--- src/verilog/apm_pkg.sv ---
package apm_pkg;
    // register byte offsets from the block base
    localparam logic [3:0] OFF_STS_LOW  = 4'h0;
    localparam logic [3:0] OFF_STS_HIGH = 4'h1;
    localparam logic [3:0] OFF_EN_LOW   = 4'h2;
    localparam logic [3:0] OFF_EN_HIGH  = 4'h3;
    localparam logic [3:0] OFF_CTL0     = 4'h4;
    localparam logic [3:0] OFF_CTL1     = 4'h5;
    localparam logic [3:0] OFF_CTL2     = 4'h6;
    localparam logic [3:0] OFF_CTL3     = 4'h7;
    localparam logic [3:0] OFF_TMR0     = 4'h8;
    localparam logic [3:0] OFF_TMR1     = 4'h9;
    localparam logic [3:0] OFF_TMR2     = 4'hA;
    localparam logic [3:0] OFF_TMR3     = 4'hB;
    // field positions
    localparam int BIT_CARRY_STAT  = 0;
    localparam int BIT_BUSM_STAT   = 4;
    localparam int BIT_GLOBAL_STAT = 5;
    localparam int BIT_WAKE        = 7;
    localparam int BIT_CARRY_EN    = 0;
    localparam int BIT_GLOBAL_EN   = 5;
    localparam int BIT_ROUTE       = 0;
    localparam int BIT_BUSM_RELOAD = 1;
    localparam int BIT_GLOBAL_REL  = 2;
    localparam int BYTE_WIDTH   = 8;
    localparam int TMR_WIDTH    = 24;
    localparam int TMR_MSB      = 23;
    localparam logic [7:0] RESET_BYTE = 8'h00;
    localparam logic [7:0] ZERO_BYTE  = 8'h00;
    // sleep/work states
    typedef enum logic [0:0] {
        ST_SLEEP = 1'b0,
        ST_WORK  = 1'b1
    } apm_state_type;
endpackage : apm_pkg

--- src/verilog/apm_timer.sv ---
`timescale 1ns/1ps
// 24-bit up counter advanced on timer ticks while working
module apm_timer #(
    parameter int WIDTH = apm_pkg::TMR_WIDTH
) (
    input  wire logic             clk_i,
    input  wire logic             nrst_i,
    input  wire logic             tick_i,
    input  wire logic             run_i,
    output logic      [WIDTH-1:0] count_o,
    output logic                  msb_flip_o
);
    logic [WIDTH-1:0] count_reg;
    logic [WIDTH-1:0] count_next;
    logic             flip_reg;
    logic             flip_next;

    // a stopped tick simply holds the count, so counting resumes in place
    always_comb begin
        count_next = count_reg;
        flip_next  = 1'b0;
        if (tick_i && run_i) begin
            count_next = count_reg + {{(WIDTH-1){1'b0}}, 1'b1};
            flip_next  = count_next[WIDTH-1] ^ count_reg[WIDTH-1];
        end
    end

    always_ff @(posedge clk_i) begin
        if (!nrst_i) begin
            count_reg <= '0;
            flip_reg  <= 1'b0;
        end else begin
            count_reg <= count_next;
            flip_reg  <= flip_next;
        end
    end

    assign count_o    = count_reg;
    assign msb_flip_o = flip_reg;
endmodule : apm_timer

--- src/verilog/apm_block.sv ---
`timescale 1ns/1ps
// Summary of operation
// - wake flag set only by resume event while sleeping
// - wake flag set moves system to working
// - wake cleared by write one or standby expiry
// - wake clear and all asleep: chip sleeps
// - timer carry status with enable raises event
// - global enable and status raise event
// - route select picks control or management interrupt
// - reload enable and busmaster control raise interrupt
// - global release sets firmware status, maybe management interrupt
// - reserved bits and registers read zero
// - 24-bit timer readable at bytes 8,9,A
// - timer counts only while working
// - timer holds count while its clock stops
// - carry status set on each bit-23 change
// - carry status cleared only by writing one
// - firmware release sets itself and global status
// - busmaster control sets itself and busmaster status
// - firmware status clear input clears it and release
module apm_block #(
    parameter int TMR_WIDTH = apm_pkg::TMR_WIDTH
) (
    input  wire logic       CLK_I,
    input  wire logic       NRST_I,
    input  wire logic [3:0] ADDR_I,
    input  wire logic       WR_I,
    input  wire logic       RD_I,
    input  wire logic [7:0] WDATA_I,
    output logic      [7:0] RDATA_O,
    input  wire logic       TMR_TICK_I,
    input  wire logic       RESUME_EVENT_I,
    input  wire logic       STANDBY_EXPIRED_I,
    input  wire logic       ALL_FUNCS_ASLEEP_I,
    input  wire logic       FIRMWARE_RELEASE_SET_I,
    input  wire logic       BUSMASTER_CONTROL_SET_I,
    input  wire logic       FIRMWARE_STATUS_CLR_I,
    input  wire logic       FIRMWARE_SIDE_ENABLE_I,
    input  wire logic       MGMT_INTERRUPT_ENABLE_I,
    output logic            FIRMWARE_SIDE_STATUS_O,
    output logic            WORKING_O,
    output logic            SCI_O,
    output logic            SMI_O
);
    logic                          wake_reg, wake_next;
    logic                          tsts_reg, tsts_next;
    logic                          bmsts_reg, bmsts_next;
    logic                          gsts_reg, gsts_next;
    logic                          ten_reg, ten_next;
    logic                          gen_reg, gen_next;
    logic                          route_reg, route_next;
    logic                          rld_reg, rld_next;
    logic                          grls_reg, grls_next;
    logic                          bmctl_reg, bmctl_next;
    logic                          frls_reg, frls_next;
    logic                          fsts_reg, fsts_next;
    apm_pkg::apm_state_type        state_reg, state_next;
    logic [7:0]                    rdata_reg, rdata_next;
    logic [TMR_WIDTH-1:0]          count;
    logic [apm_pkg::TMR_WIDTH-1:0] count_wide;
    logic                          msb_flip;
    logic                          pm_event;

    // helper: write-one strobe for a bit of a given register
    function automatic logic w1(input logic [3:0] a, input logic [3:0] off,
                                input logic wr, input logic [7:0] d, input int b);
        return wr && (a == off) && d[b];
    endfunction : w1

    // a narrow counter is read through the full byte map with its upper bits zero
    localparam int FULL_W = apm_pkg::TMR_WIDTH;

    // timer byte named by an offset counted from the first timer byte
    function automatic logic [7:0] timer_byte(input logic [FULL_W-1:0] c, input logic [3:0] a);
        int idx;
        idx = int'(a - apm_pkg::OFF_TMR0);
        return c[idx*apm_pkg::BYTE_WIDTH +: apm_pkg::BYTE_WIDTH];
    endfunction : timer_byte

    apm_timer #(
        .WIDTH (TMR_WIDTH)
    ) u_timer (
        .clk_i      (CLK_I),
        .nrst_i     (NRST_I),
        .tick_i     (TMR_TICK_I),
        .run_i      (state_reg == apm_pkg::ST_WORK),
        .count_o    (count),
        .msb_flip_o (msb_flip)
    );

    // status, enable and control next values; hardware sets win over clears
    always_comb begin
        wake_next  = wake_reg;
        tsts_next  = tsts_reg;
        bmsts_next = bmsts_reg;
        gsts_next  = gsts_reg;
        ten_next   = ten_reg;
        gen_next   = gen_reg;
        route_next = route_reg;
        rld_next   = rld_reg;
        grls_next  = grls_reg;
        bmctl_next = bmctl_reg;
        frls_next  = frls_reg;
        fsts_next  = fsts_reg;
        state_next = state_reg;
        // write-one clears, plus standby expiry and the firmware status clear input
        if (w1(ADDR_I, apm_pkg::OFF_STS_HIGH, WR_I, WDATA_I, apm_pkg::BIT_WAKE) || STANDBY_EXPIRED_I)
            wake_next = 1'b0;
        if (w1(ADDR_I, apm_pkg::OFF_STS_LOW, WR_I, WDATA_I, apm_pkg::BIT_CARRY_STAT))
            tsts_next = 1'b0;
        if (w1(ADDR_I, apm_pkg::OFF_STS_LOW, WR_I, WDATA_I, apm_pkg::BIT_BUSM_STAT)) begin
            bmsts_next = 1'b0;
            bmctl_next = 1'b0;
        end
        if (w1(ADDR_I, apm_pkg::OFF_STS_LOW, WR_I, WDATA_I, apm_pkg::BIT_GLOBAL_STAT)) begin
            gsts_next = 1'b0;
            frls_next = 1'b0;
        end
        if (FIRMWARE_STATUS_CLR_I) begin
            fsts_next = 1'b0;
            grls_next = 1'b0;
        end
        // plain read/write fields
        if (WR_I && ADDR_I == apm_pkg::OFF_EN_LOW) begin
            ten_next = WDATA_I[apm_pkg::BIT_CARRY_EN];
            gen_next = WDATA_I[apm_pkg::BIT_GLOBAL_EN];
        end
        if (WR_I && ADDR_I == apm_pkg::OFF_CTL0) begin
            route_next = WDATA_I[apm_pkg::BIT_ROUTE];
            rld_next   = WDATA_I[apm_pkg::BIT_BUSM_RELOAD];
        end
        // sets come last so they win over a clear in the same cycle
        if (msb_flip)
            tsts_next = 1'b1;
        if (w1(ADDR_I, apm_pkg::OFF_CTL0, WR_I, WDATA_I, apm_pkg::BIT_GLOBAL_REL)) begin
            grls_next = 1'b1;
            fsts_next = 1'b1;
        end
        if (FIRMWARE_RELEASE_SET_I) begin
            frls_next = 1'b1;
            gsts_next = 1'b1;
        end
        if (BUSMASTER_CONTROL_SET_I) begin
            bmctl_next = 1'b1;
            bmsts_next = 1'b1;
        end
        // sleep/work machine
        case (state_reg)
            apm_pkg::ST_SLEEP: begin
                if (RESUME_EVENT_I) begin
                    wake_next  = 1'b1;
                    state_next = apm_pkg::ST_WORK;
                end
            end
            apm_pkg::ST_WORK: begin
                if (!wake_reg && ALL_FUNCS_ASLEEP_I)
                    state_next = apm_pkg::ST_SLEEP;
            end
            default: state_next = apm_pkg::ST_SLEEP;
        endcase
    end

    // read mux; registered data, reserved bits and registers give zero
    always_comb begin
        rdata_next = apm_pkg::ZERO_BYTE;
        if (RD_I) begin
            case (ADDR_I)
                apm_pkg::OFF_STS_LOW: begin
                    rdata_next[apm_pkg::BIT_CARRY_STAT]  = tsts_reg;
                    rdata_next[apm_pkg::BIT_BUSM_STAT]   = bmsts_reg;
                    rdata_next[apm_pkg::BIT_GLOBAL_STAT] = gsts_reg;
                end
                apm_pkg::OFF_STS_HIGH: rdata_next[apm_pkg::BIT_WAKE] = wake_reg;
                apm_pkg::OFF_EN_LOW: begin
                    rdata_next[apm_pkg::BIT_CARRY_EN]  = ten_reg;
                    rdata_next[apm_pkg::BIT_GLOBAL_EN] = gen_reg;
                end
                apm_pkg::OFF_CTL0: begin
                    rdata_next[apm_pkg::BIT_ROUTE]   = route_reg;
                    rdata_next[apm_pkg::BIT_BUSM_RELOAD] = rld_reg;
                    rdata_next[apm_pkg::BIT_GLOBAL_REL]  = grls_reg;
                end
                apm_pkg::OFF_TMR0: rdata_next = timer_byte(count_wide, ADDR_I);
                apm_pkg::OFF_TMR1: rdata_next = timer_byte(count_wide, ADDR_I);
                apm_pkg::OFF_TMR2: rdata_next = timer_byte(count_wide, ADDR_I);
                default: rdata_next = apm_pkg::ZERO_BYTE;
            endcase
        end
    end

    always_ff @(posedge CLK_I) begin
        if (!NRST_I) begin
            wake_reg  <= 1'b0;
            tsts_reg  <= 1'b0;
            bmsts_reg <= 1'b0;
            gsts_reg  <= 1'b0;
            ten_reg   <= 1'b0;
            gen_reg   <= 1'b0;
            route_reg <= 1'b0;
            rld_reg   <= 1'b0;
            grls_reg  <= 1'b0;
            bmctl_reg <= 1'b0;
            frls_reg  <= 1'b0;
            fsts_reg  <= 1'b0;
            state_reg <= apm_pkg::ST_SLEEP;
            rdata_reg <= apm_pkg::RESET_BYTE;
        end else begin
            wake_reg  <= wake_next;
            tsts_reg  <= tsts_next;
            bmsts_reg <= bmsts_next;
            gsts_reg  <= gsts_next;
            ten_reg   <= ten_next;
            gen_reg   <= gen_next;
            route_reg <= route_next;
            rld_reg   <= rld_next;
            grls_reg  <= grls_next;
            bmctl_reg <= bmctl_next;
            frls_reg  <= frls_next;
            fsts_reg  <= fsts_next;
            state_reg <= state_next;
            rdata_reg <= rdata_next;
        end
    end

    // interrupt levels follow the flags, so they drop when software clears them
    assign pm_event = (tsts_reg && ten_reg) || (gen_reg && gsts_reg);
    assign SCI_O    = (route_reg && pm_event) || (rld_reg && bmctl_reg);
    assign SMI_O    = (!route_reg && MGMT_INTERRUPT_ENABLE_I && pm_event)
                    || (fsts_reg && FIRMWARE_SIDE_ENABLE_I);
    assign FIRMWARE_SIDE_STATUS_O = fsts_reg;
    assign WORKING_O = (state_reg == apm_pkg::ST_WORK);
    assign RDATA_O   = rdata_reg;
    assign count_wide = FULL_W'(count); // zero-extends a short counter on purpose
endmodule : apm_block

--- config.mk ---
export PLATFORM = sky130hd
export DESIGN_NAME = apm_block
export DESIGN_NICKNAME = d
export VERILOG_FILES = /design/src/verilog/apm_pkg.sv /design/src/verilog/apm_timer.sv /design/src/verilog/apm_block.sv
export SDC_FILE = /design/constraint.sdc
export NUM_CORES = 1
export LEC_CHECK = 0
export BUFFER_PORTS_ARGS = -buffer_cell sky130_fd_sc_hd__buf_2
export CAP_MARGIN = 20
export CELL_PAD_IN_SITES_DETAIL_PLACEMENT = 1
export CELL_PAD_IN_SITES_GLOBAL_PLACEMENT = 1
export CORE_ASPECT_RATIO = 1.5
export CORE_MARGIN = 3
export CORE_UTILIZATION = 43
export CTS_BUF_LIST = sky130_fd_sc_hd__clkbuf_2 sky130_fd_sc_hd__clkbuf_4 sky130_fd_sc_hd__clkbuf_8
export DETAILED_ROUTE_END_ITERATION = 10
export PLACE_DENSITY_LB_ADDON = 0.1
export SYNTH_ARGS = -nofsm -noshare
export SYNTH_HDL_FRONTEND = slang
export SYNTH_SLANG_ARGS = --single-unit
--- constraint.sdc ---
create_clock -name CLK_I -period 2.1 [get_ports CLK_I]
set_input_delay 0.105 -clock CLK_I [delete_from_list [all_inputs] [get_ports CLK_I]]
set_output_delay 0.105 -clock CLK_I [all_outputs]
set_load 0.01 [all_outputs]
==> results.json <==
{
  "avgSynthCellArea_um2": 8.722,
  "via_per_inst": 5.594,
  "syn_area_mm2": 0.002093,
  "r2r_setup_slack_ns": 0.26,
  "worst_ep_required_time_ns": 2.33,
  "final_hold_viol_count": 0,
  "fmax_mhz": 542.1,
  "largest_reg_flops": 24,
  "cpMaxStageDelayCell": "or4_1",
  "netlist_instances": 240,
  "io_pins": 37,
  "firstDrtPassIters": 4,
  "cts_buffers": 5,
  "die-area_mm2": 0.005759,
  "post_drt_wl_per_cell_um": 16.46,
  "ys_types": 48,
  "hp-start": "FIRMWARE_RELEASE_SET_I",
  "maxCapViolations": 0,
  "drive_gt1_share_pct": 21.35,
  "grt_pass1_wl_um": 9466,
  "reg2reg_depth": 4,
  "critPathArrivalTime_ns": 2.07,
  "port-buffer-count": 34,
  "worstHoldPathCells": 2,
  "rsz0062_at_grt": "false",
  "worstReg2RegStart": "u_timer.count_o[5]$_SDFFE_PN0P_",
  "outcome": "complete, no violations",
  "drtIter0Drc": 61,
  "setup_viol": 0,
  "nNetsFinal": 306,
  "clk_pin_slew_ns": 0.08,
  "synth_edf_count": 0,
  "synth.area.top_cells": "dfxtp_1, mux2i_1, nor2_1, a21oi_1, nand3_1",
  "area_growth_pct": 19.90,
  "synth_seq_area_share_pct": 41.12,
  "worst_setup_path_start_kind": "flip-flop",
  "ys_ff_latch": 43,
  "grt_use_total_pct": 20.83,
  "synth_nets": 266,
  "grt_overflow_total": 0,
  "cts_resized": 0,
  "clk_latency_ns": 0.30,
  "setup_tns_ns": 0,
  "top_usage_layer": "met2",
  "clk_path_buf_depth": 2,
  "worst_slew_pin_slew_ns": 0.5354,
  "core-area_mm2": 0.004617,
  "hold_path_end": "gsts_reg$_SDFFE_PN0P_",
  "fin_skew_ns": 0.008618,
  "htree_levels": 2,
  "cts_tree": "done",
  "antenna_found_initial": 0,
  "start_util_pct": 45.34,
  "met3_usage_pct": 4.579,
  "holdCritPathClass": "in -> reg",
  "r2r_end": "u_timer.count_o[23]$_SDFFE_PN0P_",
  "critPathCaptureType": "flip-flop",
  "post-place-ws_ns": 0.2688,
  "place.gp.congestion": 0.7827,
  "whs_ns": 0.01044,
  "leakage_uw": 0.0009795,
  "fin_ws_ns": 0.2554,
  "grt_pass1_vias": 1897,
  "gr-usage-met1_pct": 23.15,
  "dp.cells": 336,
  "fp.dieH_um": 91.45,
  "diodes": 0,
  "vias": 1930,
  "yosysTopAreaCellShare_pct": 41.12,
  "fin_cells": 345,
  "p_per_area_mw_per_mm2": 682.2,
  "ys.flop_type": "dfxtp_1",
  "rows": 30,
  "crit_chain": "and4_1 > nand3_1 > or4_1 > a21oi_1",
  "wl_um": 5677,
  "yosysWarnings": 0,
  "slew_violations": 0,
  "synthArstFlopShare_pct": 0,
  "grt_start_max_net_pins": 29,
  "period_share_pct": 87.84,
  "ant_nets": 0,
  "critPathKind": "reg -> reg",
  "fin_area_mm2": 0.002510,
  "place_area_mm2": 0.002364,
  "relSlewSlack_pct": 64.26,
  "grt_util_met2_pct": 38.24,
  "clock_sinks": 43,
  "min_period_ns": 1.845,
  "cpPeakStageDelay_ns": 0.53,
  "hpwlAfterDp_um": 4318,
  "drc": 0,
  "clockRootBuffer": "clkbuf_8",
  "vdd_drop_max_mv": 0.3841,
  "cp_max_fo": 8,
  "synth_top_area_cell": "dfxtp_1",
  "die_x_um": 62.97
}
[cells in the mapped netlist (2+ instances only)]
master	n
buf_2	2
nor4_1	2
a21boi_0	4
and2_1	2
mux2i_1	14
clkbuf_1	6
o2bb2ai_1	6
and4_1	3
nor2b_1	2
or3_1	3
nor3_1	6
o21ai_0	4
buf_1	3
a22oi_1	2
a21oi_1	17
nand2b_1	4
dfxtp_1	43
nand2_1	15
o21a_1	4
o31ai_1	8
nand3_1	13
xnor2_1	5
nor2_1	24
xor2_1	5
nand4_1	7
inv_1	6
or4_1	7
and3_1	2
a22o_1	2
[cell type report]
cell class	instances	area, µm²
Multi-Input combinational cell	178	1151
Sequential cell	43	860.8
Inverter	7	26.28
Fill cell	578	2107
Timing Repair Buffer	45	255.2
Tap cell	64	80.08
Clock inverter	2	60.06
Clock buffer	6	76.32
[stage by stage]
stage               power, µW  utilization (%)
floorplan               907.2                -
global placement        951.0            51.19
detailed placement      952.9            51.19
CTS                      1723            54.36
global route             1775            54.36
finish                   1712            54.36
[worst max-delay path by stage]
stage                                    start                                to  cells after the start
3_3_place_gp   u_timer.count_o[5]$_SDFFE_PN0P_  u_timer.count_o[23]$_SDFFE_PN0P_                      4
4_1_cts        u_timer.count_o[5]$_SDFFE_PN0P_  u_timer.count_o[23]$_SDFFE_PN0P_                      4
2_1_floorplan             WORKING_O$_SDFF_PN0_  u_timer.count_o[21]$_SDFFE_PN0P_                      6
3_5_place_dp   u_timer.count_o[5]$_SDFFE_PN0P_  u_timer.count_o[23]$_SDFFE_PN0P_                      4
6_report       u_timer.count_o[5]$_SDFFE_PN0P_  u_timer.count_o[23]$_SDFFE_PN0P_                      4
5_1_grt        u_timer.count_o[5]$_SDFFE_PN0P_  u_timer.count_o[23]$_SDFFE_PN0P_                      4
[worst max-delay path: cells and delay by family, from the launching register on]
family	cells	cell delay [ns]
and+or+nand+nor	3	1.22
DFF	1	0.42
AOI/OAI and AO/OA	1	0.14
[layout by cell type, fill, tap and decap left out, types with 5 or more instances in the layout]
| cell type | n |
|---|---|
| xnor2_1 | 5 |
| a21oi_1 | 17 |
| mux2i_1 | 14 |
| nand4_1 | 7 |
| nor2_1 | 24 |
| buf_4 | 10 |
| dfxtp_1 | 43 |
| nand3_1 | 13 |
| clkbuf_8 | 5 |
| nand2_1 | 15 |
| xor2_1 | 5 |
| o31ai_1 | 8 |
| or4_1 | 7 |
| inv_1 | 6 |
| o2bb2ai_1 | 6 |
| nor3_1 | 6 |
| buf_2 | 34 |
[report_power, final]
group	internal, µW	leakage [µW]	switching (µW)
Clock	488	0.0000688	289
Sequential	824	0.000348	7.82
Combinational	41.7	0.000563	61.6
Total	1350	0.000980	358
[logic make-up after synthesis]
family	after synthesis	synth area share, %
adders and majority gates	1	0.5976
AOI/OAI and AO/OA	54	17.51
and+or+nand+nor	98	25.46
DFF	43	41.12
buffers and inverters	19	3.885
xor gates and xnor gates	10	4.184
muxes	15	7.232
[what timing repair did]
item	4_1_cts	5_1_grt
hold buffers	1	0
setup buffers	0	0
endpoints found under the hold margin	1	0
[routing by layer]
metal	wire length, µm	vias up
met3	176	5
li1	-	955
met5	0	-
met2	3078	30
met4	73	0
met1	2348	940
No activity file was read; power rests on OpenSTA's default activity.
